--- src/hw/rx_qual_consts.svh ---
// Purpose: constants for the receive qualifier and modulation control block
// Assumes: 20 MHz i_clk, byte-wide register port
// Notes:   offsets are register indices on the plain register port
`ifndef RX_QUAL_CONSTS_SVH
`define RX_QUAL_CONSTS_SVH
// ----------------------------------------
// register offsets
// ----------------------------------------
`define OFS_SYNC_HIGH     4'h0
`define OFS_SYNC_LOW      4'h1
`define OFS_PKT_CTRL1     4'h2
`define OFS_MODEM_CFG2    4'h3
`define OFS_DEVIATION     4'h4
`define OFS_GAIN_CTRL0    4'h5
`define OFS_CS_CTRL       4'h6
`define OFS_PIN_CFG       4'h7
`define OFS_STATE_FLAGS   4'h8
`define OFS_RSSI          4'h9
`define OFS_STATUS_BYTE   4'hA
// ----------------------------------------
// reset values and fields
// ----------------------------------------
`define RST_SYNC_HIGH     8'hD3
`define RST_SYNC_LOW      8'h91
`define RST_PKT_CTRL1     8'h04
`define RST_MODEM_CFG2    8'h02
`define RST_DEVIATION     8'h47
`define RST_GAIN_CTRL0    8'h00
`define RST_CS_CTRL       8'h00
`define RST_PIN_CFG       8'h00
`define PQ_DEC_STEP       8'h08
`define PQ_INC_STEP       8'h01
`define PQ_MULT_SHIFT     2
`define PIN_SEL_PQ_MET    4'h8
`define PIN_SEL_CS        4'hE
`define DEV_MANT_BASE     4'h8
`define DEV_SCALE_SHIFT   17
`define RSSI_DECIM_BASE   3
`define CS_HYST           8'h02
`endif

--- src/hw/rx_qual_pkg.sv ---
// Purpose: types for the receive qualifier block
// Assumes: nothing
// Notes:   encodings follow the modulation and sync select fields
package rx_qual_pkg;
    typedef enum logic [2:0] {
        MOD_FSK2 = 3'h0,
        MOD_GFSK = 3'h1,
        MOD_RSV2 = 3'h2,
        MOD_RSV3 = 3'h3,
        MOD_RSV4 = 3'h4,
        MOD_RSV5 = 3'h5,
        MOD_RSV6 = 3'h6,
        MOD_MSK  = 3'h7
    } mod_format_t;
    typedef enum logic [1:0] {
        SYNC_NONE  = 2'h0,
        SYNC_15_16 = 2'h1,
        SYNC_16_16 = 2'h2,
        SYNC_30_32 = 2'h3
    } sync_match_t;
endpackage

--- src/hw/pq_counter.sv ---
// Purpose: preamble quality estimator
// Assumes: i_bit_en pulses once per received bit
// Notes:   saturates at both ends so noise cannot wrap it
`include "rx_qual_consts.svh"
module pq_counter #(
    parameter int W = 8
) (
    input  wire logic         i_clk,
    input  wire logic         i_rst_n,
    input  wire logic         i_ce,
    input  wire logic         i_clear,
    input  wire logic         i_bit_en,
    input  wire logic         i_bit,
    output logic [W-1:0]      o_count
);
    logic prev_reg;
    logic have_prev_reg;

    always_ff @(posedge i_clk or negedge i_rst_n) begin
        if (!i_rst_n) begin
            o_count       <= '0;
            prev_reg      <= 1'b0;
            have_prev_reg <= 1'b0;
        end else if (i_ce) begin
            if (i_clear) begin
                o_count       <= '0;
                have_prev_reg <= 1'b0;
            end else if (i_bit_en) begin
                prev_reg      <= i_bit;
                have_prev_reg <= 1'b1;
                if (have_prev_reg && (i_bit != prev_reg)) begin
                    if (o_count != {W{1'b1}})
                        o_count <= o_count + W'(`PQ_INC_STEP);
                end else if (have_prev_reg) begin
                    if (o_count > W'(`PQ_DEC_STEP))
                        o_count <= o_count - W'(`PQ_DEC_STEP);
                    else
                        o_count <= '0;
                end
            end
        end
    end
endmodule

--- src/hw/rx_sync_qualifier_rssi.sv ---
// Purpose: modulation control, sync qualifier, preamble quality, rssi and carrier sense
// Assumes: front end gives bits, rssi samples and tx symbols on i_clk; pins pre-synced
// Notes:   analog shaping is outside; this block drives control words to the modem
//
// Notes on behaviour
// - fsk zero sends negative deviation, one sends positive deviation
// - deviation equals fref over 2^17 times (8+mantissa) times 2^exponent
// - gfsk selects gaussian shaping with bandwidth-time product one
// - msk covers preamble, sync word and payload alike
// - msk phase change time fixed; mantissa sets fraction of symbol
// - msk modulator inverts sync word and data bits
// - msk ignores deviation in receive; software keeps manchester off
// - no rx data writes or filtering before valid sync when enabled
// - select 0 none, 1 fifteen of sixteen, 2 sixteen, 3 thirty of 32
// - selects 4 to 7 repeat 0 to 3 plus carrier sense
// - sync accepted only after preamble quality above threshold
// - quality counter plus one on bit change, minus eight on repeat
// - gate at four times threshold field; zero disables qualifier
// - quality met shown in status bit and on pin select 1000
// - rssi tracks until sync found, then frozen until rx reentered
// - rssi is two's complement in half decibel steps
// - rssi updates every 8 times 2^averaging length filter samples
// - rssi at sync goes into first appended status byte
// - absolute carrier sense with hysteresis around threshold
// - relative carrier sense on rise or fall by set step
// - sync search only while carrier sense is up, if qualified
// - carrier sense in status bit and on pin select 1110
// - two-byte sync word, sent and searched twice in 30 of 32
//
// The register offsets and the strobed register port were decided locally.
`include "rx_qual_consts.svh"
module rx_sync_qualifier_rssi #(
    parameter int PQ_W   = 8,
    parameter int FREF_HZ = 26000000
) (
    input  wire logic        i_clk,
    input  wire logic        i_rst_n,
    input  wire logic        i_ce,
    input  wire logic [3:0]  i_addr,
    input  wire logic [7:0]  i_wdata,
    input  wire logic        i_wr,
    input  wire logic        i_rd,
    output logic [7:0]       o_rdata,
    input  wire logic        i_rx_active,
    input  wire logic        i_rx_bit_en,
    input  wire logic        i_rx_bit,
    input  wire logic        i_rx_byte_en,
    input  wire logic [7:0]  i_rx_byte,
    input  wire logic        i_rssi_sample_en,
    input  wire logic [7:0]  i_rssi_sample,
    input  wire logic        i_tx_sym_en,
    input  wire logic        i_tx_sym,
    input  wire logic        i_tx_sync_phase,
    output logic             o_rx_data_en,
    output logic [7:0]       o_rx_data,
    output logic             o_sync_found,
    output logic             o_tx_dev_pos,
    output logic [31:0]      o_dev_hz,
    output logic             o_gauss_en,
    output logic             o_msk_en,
    output logic [2:0]       o_msk_phase_frac,
    output logic             o_rx_dev_use,
    output logic             o_tx_sync_repeat,
    output logic             o_pin_out
);
    // ----------------------------------------
    // register file
    // ----------------------------------------
    logic [7:0] sync_pattern_high_reg;
    logic [7:0] sync_pattern_low_reg;
    logic [7:0] packet_control_1_reg;
    logic [7:0] modem_config_2_reg;
    logic [7:0] freq_deviation_config_reg;
    logic [7:0] gain_control_0_reg;
    logic [7:0] cs_control_reg;
    logic [7:0] pin_output_config_reg;
    logic [7:0] rssi_reg;
    logic [7:0] rssi_at_sync_reg;
    logic       cs_reg;
    logic       pq_met_reg;
    logic       sync_seen_reg;

    always_ff @(posedge i_clk or negedge i_rst_n) begin
        if (!i_rst_n) begin
            sync_pattern_high_reg     <= `RST_SYNC_HIGH;
            sync_pattern_low_reg      <= `RST_SYNC_LOW;
            packet_control_1_reg      <= `RST_PKT_CTRL1;
            modem_config_2_reg        <= `RST_MODEM_CFG2;
            freq_deviation_config_reg <= `RST_DEVIATION;
            gain_control_0_reg        <= `RST_GAIN_CTRL0;
            cs_control_reg            <= `RST_CS_CTRL;
            pin_output_config_reg     <= `RST_PIN_CFG;
        end else if (i_ce && i_wr) begin
            unique case (i_addr)
                `OFS_SYNC_HIGH:   sync_pattern_high_reg     <= i_wdata;
                `OFS_SYNC_LOW:    sync_pattern_low_reg      <= i_wdata;
                `OFS_PKT_CTRL1:   packet_control_1_reg      <= i_wdata;
                `OFS_MODEM_CFG2:  modem_config_2_reg        <= i_wdata;
                `OFS_DEVIATION:   freq_deviation_config_reg <= i_wdata;
                `OFS_GAIN_CTRL0:  gain_control_0_reg        <= i_wdata;
                `OFS_CS_CTRL:     cs_control_reg            <= i_wdata;
                `OFS_PIN_CFG:     pin_output_config_reg     <= i_wdata;
                default: ;
            endcase
        end
    end

    // field views
    logic [2:0] pqt_field;
    logic       trailer_en;
    logic [2:0] sync_mode;
    logic       cs_qualify;
    logic [2:0] mod_fmt;
    logic [2:0] dev_mant;
    logic [2:0] dev_exp;
    logic [1:0] avg_len;
    logic [6:0] cs_abs_thr;
    logic       cs_abs_en;
    logic [1:0] cs_rel_sel;
    logic [3:0] pin_sel;
    assign pqt_field  = packet_control_1_reg[7:5];
    assign trailer_en = packet_control_1_reg[2];
    assign sync_mode  = modem_config_2_reg[2:0];
    assign cs_qualify = sync_mode[2];
    assign mod_fmt    = modem_config_2_reg[6:4];
    assign dev_mant   = freq_deviation_config_reg[2:0];
    assign dev_exp    = freq_deviation_config_reg[6:4];
    assign avg_len    = gain_control_0_reg[1:0];
    assign cs_abs_thr = cs_control_reg[6:0];
    assign cs_abs_en  = cs_control_reg[7];
    assign cs_rel_sel = pin_output_config_reg[5:4];
    assign pin_sel    = pin_output_config_reg[3:0];

    // read port, data one cycle after the strobe
    always_ff @(posedge i_clk or negedge i_rst_n) begin
        if (!i_rst_n) begin
            o_rdata <= 8'h00;
        end else if (i_ce) begin
            if (i_rd) begin
                unique case (i_addr)
                    `OFS_SYNC_HIGH:   o_rdata <= sync_pattern_high_reg;
                    `OFS_SYNC_LOW:    o_rdata <= sync_pattern_low_reg;
                    `OFS_PKT_CTRL1:   o_rdata <= packet_control_1_reg;
                    `OFS_MODEM_CFG2:  o_rdata <= modem_config_2_reg;
                    `OFS_DEVIATION:   o_rdata <= freq_deviation_config_reg;
                    `OFS_GAIN_CTRL0:  o_rdata <= gain_control_0_reg;
                    `OFS_CS_CTRL:     o_rdata <= cs_control_reg;
                    `OFS_PIN_CFG:     o_rdata <= pin_output_config_reg;
                    `OFS_STATE_FLAGS: o_rdata <= {1'b0, cs_reg, pq_met_reg, 4'h0,
                                                  sync_seen_reg};
                    `OFS_RSSI:        o_rdata <= rssi_reg;
                    `OFS_STATUS_BYTE: o_rdata <= trailer_en ? rssi_at_sync_reg : 8'h00;
                    default:          o_rdata <= 8'h00;
                endcase
            end else begin
                o_rdata <= 8'h00;
            end
        end
    end

    // ----------------------------------------
    // transmit modulation control
    // ----------------------------------------
    function automatic logic [31:0] dev_hz(input logic [2:0] m, input logic [2:0] e);
        logic [63:0] p;
        p = 64'(FREF_HZ) * 64'({1'b0, m} + `DEV_MANT_BASE);
        p = (p << e) >> `DEV_SCALE_SHIFT;
        return p[31:0];
    endfunction

    logic is_msk;
    assign is_msk = (mod_fmt == rx_qual_pkg::MOD_MSK);

    always_ff @(posedge i_clk or negedge i_rst_n) begin
        if (!i_rst_n) begin
            o_tx_dev_pos     <= 1'b0;
            o_dev_hz         <= 32'h0;
            o_gauss_en       <= 1'b0;
            o_msk_en         <= 1'b0;
            o_msk_phase_frac <= 3'h0;
            o_rx_dev_use     <= 1'b0;
            o_tx_sync_repeat <= 1'b0;
        end else if (i_ce) begin
            o_dev_hz         <= dev_hz(dev_mant, dev_exp);
            o_gauss_en       <= (mod_fmt == rx_qual_pkg::MOD_GFSK);
            o_msk_en         <= is_msk;
            o_msk_phase_frac <= is_msk ? dev_mant : 3'h0;
            o_rx_dev_use     <= !is_msk;
            o_tx_sync_repeat <= (sync_mode[1:0] == rx_qual_pkg::SYNC_30_32);
            if (i_tx_sym_en)
                // msk inverts every bit, preamble and sync phases included
                o_tx_dev_pos <= is_msk ? ~i_tx_sym : i_tx_sym;
        end
    end

    // ----------------------------------------
    // rssi averaging, freeze and carrier sense
    // ----------------------------------------
    logic [5:0] rssi_div_reg;
    logic [5:0] rssi_div_top;
    logic       rssi_tick;
    logic       rx_prev_reg;
    logic       rx_enter;
    assign rssi_div_top = 6'((6'h1 << (`RSSI_DECIM_BASE + avg_len)) - 6'h1);
    assign rssi_tick    = i_rssi_sample_en && (rssi_div_reg >= rssi_div_top);
    assign rx_enter     = i_rx_active && !rx_prev_reg;

    always_ff @(posedge i_clk or negedge i_rst_n) begin
        if (!i_rst_n) begin
            rssi_div_reg <= 6'h0;
            rx_prev_reg  <= 1'b0;
        end else if (i_ce) begin
            rx_prev_reg <= i_rx_active;
            if (rx_enter || rssi_tick)
                rssi_div_reg <= 6'h0;
            else if (i_rssi_sample_en)
                rssi_div_reg <= rssi_div_reg + 6'h1;
        end
    end

    logic [7:0] rssi_prev_reg;
    logic [7:0] rel_step;
    logic       cs_abs;
    logic       cs_rel_reg;
    logic signed [8:0] rssi_diff;
    logic signed [7:0] abs_thr_half;
    assign rel_step     = (cs_rel_sel == 2'h1) ? 8'h0C : (cs_rel_sel == 2'h2) ? 8'h14 : 8'h1C;
    assign rssi_diff    = 9'($signed(i_rssi_sample)) - 9'($signed(rssi_prev_reg));
    assign abs_thr_half = -$signed({1'b0, cs_abs_thr});

    always_ff @(posedge i_clk or negedge i_rst_n) begin
        if (!i_rst_n) begin
            rssi_reg      <= 8'h80;
            rssi_prev_reg <= 8'h80;
            cs_rel_reg    <= 1'b0;
            cs_abs        <= 1'b0;
        end else if (i_ce) begin
            if (!i_rx_active) begin
                cs_rel_reg <= 1'b0;
                cs_abs     <= 1'b0;
            end else if (rssi_tick) begin
                if (!sync_seen_reg || sync_mode[1:0] == rx_qual_pkg::SYNC_NONE)
                    rssi_reg <= i_rssi_sample;
                rssi_prev_reg <= i_rssi_sample;
                if (cs_rel_sel != 2'h0) begin
                    if (rssi_diff >= $signed({1'b0, rel_step}))
                        cs_rel_reg <= 1'b1;
                    else if (rssi_diff <= -$signed({1'b0, rel_step}))
                        cs_rel_reg <= 1'b0;
                end
                if ($signed(i_rssi_sample) > abs_thr_half + $signed(`CS_HYST))
                    cs_abs <= cs_abs_en;
                else if ($signed(i_rssi_sample) < abs_thr_half - $signed(`CS_HYST))
                    cs_abs <= 1'b0;
            end
        end
    end

    always_ff @(posedge i_clk or negedge i_rst_n) begin
        if (!i_rst_n)
            cs_reg <= 1'b0;
        else if (i_ce)
            cs_reg <= cs_abs || cs_rel_reg;
    end

    // ----------------------------------------
    // preamble quality and sync search
    // ----------------------------------------
    logic [PQ_W-1:0] pq_count;
    logic [PQ_W-1:0] pq_gate;
    pq_counter #(.W(PQ_W)) u_pq (
        .i_clk    (i_clk),
        .i_rst_n  (i_rst_n),
        .i_ce     (i_ce),
        .i_clear  (rx_enter || !i_rx_active),
        .i_bit_en (i_rx_bit_en),
        .i_bit    (i_rx_bit),
        .o_count  (pq_count)
    );
    assign pq_gate = PQ_W'({pqt_field, 2'b00});

    always_ff @(posedge i_clk or negedge i_rst_n) begin
        if (!i_rst_n)
            pq_met_reg <= 1'b0;
        else if (i_ce)
            pq_met_reg <= (pqt_field != 3'h0) && (pq_count > pq_gate);
    end

    logic [31:0] shift_reg;
    logic [15:0] sync_word;
    logic [4:0]  m16;
    logic [5:0]  m32;
    logic        bits_ok;
    logic        qual_ok;
    assign sync_word = {sync_pattern_high_reg, sync_pattern_low_reg};

    function automatic logic [5:0] ones32(input logic [31:0] v);
        logic [5:0] n;
        n = 6'h0;
        for (int k = 0; k < 32; k++)
            n = n + 6'(v[k]);
        return n;
    endfunction

    assign m16 = 5'(ones32({16'h0, ~(shift_reg[15:0] ^ sync_word)}));
    assign m32 = ones32(~(shift_reg ^ {sync_word, sync_word}));
    always_comb begin
        unique case (rx_qual_pkg::sync_match_t'(sync_mode[1:0]))
            rx_qual_pkg::SYNC_NONE:  bits_ok = 1'b1;
            rx_qual_pkg::SYNC_15_16: bits_ok = (m16 >= 5'd15);
            rx_qual_pkg::SYNC_16_16: bits_ok = (m16 == 5'd16);
            rx_qual_pkg::SYNC_30_32: bits_ok = (m32 >= 6'd30);
        endcase
    end
    assign qual_ok = (!cs_qualify || cs_reg)
                  && ((pqt_field == 3'h0) || pq_met_reg);

    always_ff @(posedge i_clk or negedge i_rst_n) begin
        if (!i_rst_n) begin
            shift_reg        <= 32'h0;
            sync_seen_reg    <= 1'b0;
            o_sync_found     <= 1'b0;
            rssi_at_sync_reg <= 8'h80;
        end else if (i_ce) begin
            o_sync_found <= 1'b0;
            if (!i_rx_active || rx_enter) begin
                sync_seen_reg <= 1'b0;
                shift_reg     <= 32'h0;
            end else if (sync_mode[1:0] == rx_qual_pkg::SYNC_NONE) begin
                sync_seen_reg <= !cs_qualify || cs_reg;
            end else if (i_rx_bit_en && !sync_seen_reg) begin
                shift_reg <= {shift_reg[30:0], i_rx_bit};
            end else if (!sync_seen_reg && bits_ok && qual_ok && !i_rx_bit_en) begin
                sync_seen_reg    <= 1'b1;
                o_sync_found     <= 1'b1;
                rssi_at_sync_reg <= rssi_reg;
            end
        end
    end

    // ----------------------------------------
    // receive data gate and pin mux
    // ----------------------------------------
    always_ff @(posedge i_clk or negedge i_rst_n) begin
        if (!i_rst_n) begin
            o_rx_data_en <= 1'b0;
            o_rx_data    <= 8'h00;
            o_pin_out    <= 1'b0;
        end else if (i_ce) begin
            // bytes before sync would let filtering act on noise
            o_rx_data_en <= i_rx_byte_en && sync_seen_reg;
            if (i_rx_byte_en && sync_seen_reg)
                o_rx_data <= i_rx_byte;
            o_pin_out <= (pin_sel == `PIN_SEL_PQ_MET) ? pq_met_reg :
                         (pin_sel == `PIN_SEL_CS)     ? cs_reg : 1'b0;
        end
    end

    // ----------------------------------------
    // checks
    // ----------------------------------------
    property p_no_data_before_sync;
        @(posedge i_clk) disable iff (!i_rst_n)
        (i_ce && i_rx_byte_en && !sync_seen_reg) |=> !o_rx_data_en;
    endproperty
    a_no_data_before_sync: assert property (p_no_data_before_sync)
        else $error("rx data passed before sync");

    property p_pin_cs;
        @(posedge i_clk) disable iff (!i_rst_n)
        (i_ce && pin_sel == `PIN_SEL_CS) |=> (o_pin_out == $past(cs_reg));
    endproperty
    a_pin_cs: assert property (p_pin_cs)
        else $error("pin does not show carrier sense");

    property p_pin_pq;
        @(posedge i_clk) disable iff (!i_rst_n)
        (i_ce && pin_sel == `PIN_SEL_PQ_MET) |=> (o_pin_out == $past(pq_met_reg));
    endproperty
    a_pin_pq: assert property (p_pin_pq)
        else $error("pin does not show preamble quality");

    property p_rssi_frozen;
        @(posedge i_clk) disable iff (!i_rst_n)
        (sync_seen_reg && sync_mode[1:0] != 2'h0 && i_rx_active) |=> $stable(rssi_reg);
    endproperty
    a_rssi_frozen: assert property (p_rssi_frozen)
        else $error("rssi changed after sync");

    property p_cs_gate;
        @(posedge i_clk) disable iff (!i_rst_n)
        (o_sync_found && cs_qualify) |-> $past(cs_reg);
    endproperty
    a_cs_gate: assert property (p_cs_gate)
        else $error("sync found without carrier sense");

    property p_pq_gate;
        @(posedge i_clk) disable iff (!i_rst_n)
        (o_sync_found && pqt_field != 3'h0) |-> $past(pq_met_reg);
    endproperty
    a_pq_gate: assert property (p_pq_gate)
        else $error("sync found without preamble quality");

    property p_fsk_map;
        @(posedge i_clk) disable iff (!i_rst_n)
        (i_ce && i_tx_sym_en && !is_msk) |=> (o_tx_dev_pos == $past(i_tx_sym));
    endproperty
    a_fsk_map: assert property (p_fsk_map)
        else $error("fsk symbol mapping wrong");

    property p_msk_inv;
        @(posedge i_clk) disable iff (!i_rst_n)
        (i_ce && i_tx_sym_en && is_msk) |=> (o_tx_dev_pos != $past(i_tx_sym));
    endproperty
    a_msk_inv: assert property (p_msk_inv)
        else $error("msk bit not inverted");
endmodule

--- config.mk ---
export PLATFORM = sky130hd
export DESIGN_NAME = rx_sync_qualifier_rssi
export DESIGN_NICKNAME = d
export VERILOG_FILES = /design/src/hw/rx_qual_pkg.sv /design/src/hw/pq_counter.sv /design/src/hw/rx_sync_qualifier_rssi.sv
export VERILOG_INCLUDE_DIRS = /design/src /design/src/hw
export SDC_FILE = /design/constraint.sdc
export NUM_CORES = 1
export LEC_CHECK = 0
export ABC_AREA = 0
export CAP_MARGIN = 30
export CORE_UTILIZATION = 63
export DETAILED_ROUTE_END_ITERATION = 8
export DONT_BUFFER_PORTS = 1
export PLACE_DENSITY_LB_ADDON = 0.08
export SYNTH_ARGS = -nofsm -noshare
export SYNTH_HDL_FRONTEND = slang
export SYNTH_SLANG_ARGS = --single-unit
--- constraint.sdc ---
create_clock -name i_clk -period 8.51 [get_ports i_clk]
set_input_delay 1.2765 -clock i_clk [delete_from_list [all_inputs] [get_ports i_clk]]
set_output_delay 1.2765 -clock i_clk [all_outputs]
set_load 0.005 [all_outputs]
==> results of run 1 <==
## layout by cell type (no fill, tap or decap), drive strengths merged, types with 10 or more instances in the layout
cell	count
a21oi	42
and2	10
nor2	63
o21a	12
inv	106
nand2	128
mux2i	18
xor2	41
o21ai	76
nand2b	10
o2bb2ai	18
clkbuf	17
nand3	24
xnor2	30
nor2b	15
ha	73
dfstp	17
mux2	102
a211oi	17
fa	34
a21o	13
nor3	27
conb	13
dfrtp	172
## cells by family (layout without fill, tap and decap cells)
group                      after synthesis  in the layout  synth area share
other                                    1             13          0.000296
DFF                                    189            189             0.374
AOI/OAI and AO/OA                      291            291             0.161
xor gates and xnor gates                71             71            0.0490
and+or+nand+nor                        329            329             0.123
adders and majority gates              107            107             0.126
buffers and inverters                  166            139            0.0528
muxes                                  125            125             0.114
## through the flow
| stage | hold WS [ps] | total power, mW |
|---|---|---|
| 2_1_floorplan | 469 | 3.52 |
| 3_5_place_dp | 493 | 4.08 |
| 6_report | 509 | 4.93 |
| 3_3_place_gp | 482 | 4.00 |
| 4_1_cts | 503 | 4.95 |
| 5_1_grt | 503 | 5.41 |
## Yosys cell counts, drive strengths merged, types with 6 or more instances
| library cell | number | area, um^2 |
|---|---|---|
| inv | 100 | 375 |
| a31oi | 9 | 56.3 |
| a22oi | 7 | 52.6 |
| a221oi | 6 | 52.6 |
| nor2 | 63 | 236 |
| mux2i | 18 | 180 |
| nor2b | 15 | 93.8 |
| nor3 | 27 | 135 |
| mux2 | 102 | 1150 |
| xor2 | 41 | 359 |
| fa | 34 | 681 |
| nand4 | 7 | 43.8 |
| buf | 19 | 118 |
| a211oi | 17 | 128 |
| o2bb2ai | 18 | 158 |
| a22o | 7 | 61.3 |
| nand3 | 24 | 120 |
| and3 | 9 | 56.3 |
| dfrtp | 172 | 4300 |
| a21o | 13 | 98.9 |
| a221o | 7 | 70.1 |
| nand3b | 6 | 45.0 |
| ha | 73 | 913 |
| o21a | 12 | 90.1 |
| nand2b | 10 | 62.6 |
| o2111ai | 8 | 70.1 |
| o221ai | 7 | 61.3 |
| or3 | 6 | 37.5 |
| and2 | 10 | 62.6 |
| xnor2 | 30 | 263 |
| nand2 | 128 | 480 |
| a2111oi | 7 | 86.3 |
| o21ai | 76 | 380 |
| nor3b | 8 | 60.1 |
| a21oi | 42 | 210 |
| dfstp | 17 | 447 |
| clkbuf | 46 | 173 |
## routing by layer
metal,vias to the layer above,GRT usage
li1,4482,-
met1,4709,0.435
met2,363,0.501
met3,60,0.0763
met4,0,0.113
met5,-,0
## report_power, final
part           internal [mW]  switching, mW  total (mW)
Sequential              1.05          0.175        1.22
Combinational           1.33           1.59        2.91
Clock                  0.390          0.399       0.790
Total                   2.77           2.16        4.93
## area by class of cell
cell class                      instances  area [um^2]  share of cell area
Inverter                              101          379              0.0283
Sequential cell                       189         4750               0.354
Clock inverter                         15          156              0.0117
Tap cell                              265          332              0.0247
Clock buffer                           17          425              0.0317
Multi-Input combinational cell        936         7330               0.546
Timing Repair Buffer                    6         45.0             0.00336
## worst max-delay path by stage
stage	from	slack [ps]	end
finish	sync_pattern_low_reg[0]$_DFFE_PN1P_	1680	rssi_at_sync_reg[1]$_DFFE_PN0P_
detailed placement	sync_pattern_low_reg[0]$_DFFE_PN1P_	1790	rssi_at_sync_reg[3]$_DFFE_PN0P_
global route	sync_pattern_low_reg[0]$_DFFE_PN1P_	1400	rssi_at_sync_reg[5]$_DFFE_PN0P_
global placement	sync_pattern_low_reg[0]$_DFFE_PN1P_	1900	rssi_at_sync_reg[5]$_DFFE_PN0P_
floorplan	sync_pattern_low_reg[0]$_DFFE_PN1P_	2390	rssi_at_sync_reg[0]$_DFFE_PN0P_
CTS	sync_pattern_low_reg[0]$_DFFE_PN1P_	1710	rssi_at_sync_reg[5]$_DFFE_PN0P_
==> impl_metrics.yaml, run 1 <==
outcome:
  status: "complete, no violations"
clock_network:
  cts_root_buffer: "clkbuf_16"
  cts_resized: 0
  cts_tree: "yes"
  cts-htree-levels: 4
  clk_path_buf_depth: 2
  clock_latency_ps: 450
  clkTransAtPathRegs_ps: 80
  hold_buffers: 0
  numClockSinks: 189
  cts_setup_buffers: 0
  cts_made_buffers: 17
routing:
  wl_per_cell_um: 20.4
  met2_length_um: 14600
  dr_total_vias: 9614
  drc_errors: 0
  drtIter0Drc: 838
  wl_met1_um: 13500
  wl_met3_um: 2220
  ant_nets: 0
  finalWirelength_um: 31200
  drt_pass1_iterations: 5
  top_layer: "met4"
  viasPerCell: 6.29
worst_setup_path:
  crit_cells: 18
  cp_common_cell: "fa_1"
  cp_num_buf_inv: 3
  cp_cell_sequence: "xor2_1 -> fa_1 -> fa_1 -> fa_1 -> inv_1 -> fa_1 -> fa_1 -> inv_1 -> fa_1 -> inv_1 -> ha_1 -> a21o_1 -> a21oi_1 -> xnor2_1 -> a22o_1 -> a41oi_1 -> a2111oi_4 -> mux2_2"
  ff2ff_path_depth: 18
  crit_slowest_cell: "a2111oi_4"
  critPathKind: "reg -> reg"
  r2r_slack_ps: 1680
  cp_data_arrival_time_ps: 7160
  end_kind: "flop"
  timing.rr.end: "rssi_at_sync_reg[1]$_DFFE_PN0P_"
  cp_max_fo: 10
  crit_path_max_incr_delay_ps: 900
  rr_startpoint: "sync_pattern_low_reg[0]$_DFFE_PN1P_"
  required_ps: 8850
  crit_family: "adder cells"
  cp-start-kind: "flop"
floorplan:
  core_area_um2: 19600
  num_rows: 51
  start_util: 0.648
  die_x_um: 144
  ios: 100
  die-area_um2: 20700
  fp.dieH_um: 144
yosys:
  yosys_warnings: 0
  synth.distinct_cells: 78
  synthArstFlopShare: 1.00
  synth_flop_cell: "dfrtp_1"
  yosys_register_bits: 189
  syn_inst: 1279
  ys_seq_area_frac: 0.374
  syn_area_um2: 12700
  avgSynthCellArea_um2: 9.92
  synth-edff-count: 0
finish:
  area_delta_synth_final_pct: 5.73
  num-nets-final: 1399
  final_core_util: 0.685
  n_fill_cell: 1537
  largest_reg_flops: 32
  drive_above_1_share: 0.138
  final_cells: 1529
  design_area_um2: 13400
  diodes: 0
sta:
  rsz0062_at_grt: "no"
  drv_slew: 0
  fin_ws_ps: 1680
  finClkSkew_ps: 10.2
  fin_crit_ps: 6830
  finalCritPeriodShare: 0.802
  finalHoldViolCount: 0
  worst_pin_slew_ps: 959
  tns_ps: 0
  slew_headroom: 0.344
  fmaxAchievable_mhz: 146
  setup_viol: 0
min_path:
  hold_path_depth: 1
  hold_path.class: "reg -> reg"
  hold_start: "rssi_prev_reg[4]$_DFFE_PN0P_"
  hold_end: "rssi_prev_reg[4]$_DFFE_PN0P_"
global_route:
  grt_pass1_vias: 9229
  antenna_found_initial: 0
  gr-total-overflow: 0
  grt_first_pass_wirelength_um: 50000
  gr-usage-all-layers: 0.321
  grt_max_degree: 190
power_and_ir_drop:
  leakage_nw: 6.00
  peakVddDrop_mv: 0.443
  power_density_nw_per_um2: 367
placement:
  gp_congestion: 0.929
  placed_area_um2: 12800
  dpl_worst_slack_ps: 1790
  placedCellCount: 1497
  io_buffers: 0
  place_hpwl_um: 22400
job:
  cap_violations: 0
(Power assumes the default switching activity.)
==> inputs of run 2 (changes only) <==
==> constraint.sdc (replaced) <==
create_clock -name i_clk -period 7.08 [get_ports i_clk]
set_input_delay 1.062 -clock i_clk [delete_from_list [all_inputs] [get_ports i_clk]]
set_output_delay 1.062 -clock i_clk [all_outputs]
set_load 0.005 [all_outputs]
==> run 2 against run 1 <==
Effect of this change: maximum frequency up 6.2%; flip-flop and latch count unchanged; total power up 21%; sequential share of layout area about the same; final area about the same; critical path type unchanged; critical endpoint is now rssi_at_sync_reg[3]$_DFFE_PN0P_; largest cell class unchanged.
==> impl_metrics.yaml, run 2 (synthesis gave the netlist of run 1 again) <==
placement:
  io_buffers: 0
  place_hpwl_um: 22500
  placedCellCount: 1498
  gp_congestion: 0.914
  dpl_worst_slack_ps: 678
sta:
  fmaxAchievable_mhz: 156
  whs_ps: 325
  finalCritPeriodShare: 0.908
  rsz0062_at_grt: "no"
  fin_crit_ps: 6430
  tns_ps: 0
  drv_slew: 0
  slew_headroom: 0.307
  finClkSkew_ps: 14.6
  fin_ws_ps: 654
  finalHoldViolCount: 0
  setup_viol: 0
  worst_pin_slew_ps: 1010
routing:
  met2_length_um: 15100
  wl_met1_um: 13800
  wl_met3_um: 2080
  drt_pass1_iterations: 5
  drc_errors: 0
  top_layer: "met4"
  ant_nets: 0
  dr_total_vias: 9642
  wl_per_cell_um: 20.6
  viasPerCell: 6.30
  finalWirelength_um: 31600
  drtIter0Drc: 719
floorplan:
  die_x_um: 144
  start_util: 0.648
  num_rows: 51
  core_area_um2: 19600
  ios: 100
  die-area_um2: 20700
  fp.dieH_um: 144
global_route:
  grt_first_pass_wirelength_um: 50800
  grt_pass1_vias: 9247
  gr-usage-all-layers: 0.325
  gr-total-overflow: 0
  grt_max_degree: 190
  antenna_found_initial: 0
worst_setup_path:
  required_ps: 7400
  cp-start-kind: "flop"
  critPathKind: "reg -> reg"
  cp_max_fo: 10
  cp_data_arrival_time_ps: 6750
  cp-startpoint: "sync_pattern_low_reg[0]$_DFFE_PN1P_"
  rr_startpoint: "sync_pattern_low_reg[0]$_DFFE_PN1P_"
  r2r_slack_ps: 650
  end_kind: "flop"
power_and_ir_drop:
  total_power_mw: 5.98
  p_sw_mw: 2.61
  swShare: 0.436
  p_clk_frac: 0.162
  peakVddDrop_mv: 0.569
  p_int_mw: 3.37
  leakage_nw: 6.01
  pwr-share-seq: 0.246
  combPwrFrac: 0.592
  power_density_nw_per_um2: 445
finish:
  drive_above_1_share: 0.139
  area_delta_synth_final_pct: 5.83
  diodes: 0
  final_cells: 1530
  largest_reg_flops: 32
  mostFrequentLayoutCells: "dfrtp_1 (172), nand2_1 (128), mux2_2 (102)"
  multiInputGateArea_um2: 7330
  layout_commonest_cell: "dfrtp_1"
  n_fill_cell: 1544
  regArea_um2: 4750
  num-nets-final: 1400
clock_network:
  cts_resized: 0
  numClockSinks: 189
  cts-htree-levels: 4
  clkTransAtPathRegs_ps: 80
  cts_setup_buffers: 0
  cts_root_buffer: "clkbuf_16"
  clock_latency_ps: 440
  hold_buffers: 0
  cts_made_buffers: 17
  clk_path_buf_depth: 2
  cts_tree: "yes"
job:
  cap_violations: 0
min_path:
  hold_path.class: "in -> async"
outcome:
  status: "complete, no violations"
==> run 2: stage by stage <==
stage | utilization | area, um^2
after floorplan | - | 12700
after CTS | 0.685 | 13400
after global routing | 0.685 | 13400
final | 0.685 | 13400
after global placement | 0.655 | 12800
after detailed placement | 0.655 | 12800
==> run 2: routing by layer <==
layer	GRT usage	vias up
met4	0.0963	0
met1	0.453	4782
met3	0.0656	50
met2	0.512	322
met5	0	-
li1	-	4488
==> run 2: power by group through the flow <==
stage	clock network (mW)	logic, mW	registers (mW)
2_1_floorplan	0	2.84	1.39
3_3_place_gp	0	3.32	1.48
3_5_place_dp	0	3.46	1.48
4_1_cts	0.989	3.55	1.47
5_1_grt	1.03	4.06	1.49
6_report	0.972	3.54	1.47
==> run 2: cell type report <==
class | instances | share of cell area
Tap cell | 265 | 0.0247
Multi-Input combinational cell | 936 | 0.546
Clock inverter | 14 | 0.0110
Sequential cell | 189 | 0.354
Inverter | 101 | 0.0282
Clock buffer | 18 | 0.0327
Timing Repair Buffer | 7 | 0.00391
==> run 2: worst paths after layout <==
check                      cells after the start                              endpoint
setup reg to reg                              19       rssi_at_sync_reg[3]$_DFFE_PN0P_
min in group i_clk                             1               o_dev_hz[0]$_DFFE_PN0P_
setup / recovery                              19       rssi_at_sync_reg[3]$_DFFE_PN0P_
hold reg to reg                                1               o_dev_hz[0]$_DFFE_PN0P_
max in group asynchronous                      0  sync_pattern_high_reg[0]$_DFFE_PN1P_
hold / removal                                 0             shift_reg[14]$_DFFE_PN0P_
==> run 2: critical path, cell delays in order (launching register included) <==
cell,delay (ps)
dfstp_2,570
xor2_1,210
fa_1,510
fa_1,440
inv_1,90
fa_1,450
fa_1,520
fa_1,540
inv_1,60
fa_1,590
inv_1,60
ha_1,290
a21o_1,180
a21oi_1,270
xnor2_1,160
a22o_1,150
a41oi_1,210
a2111oi_4,380
buf_4,260
mux2_2,360
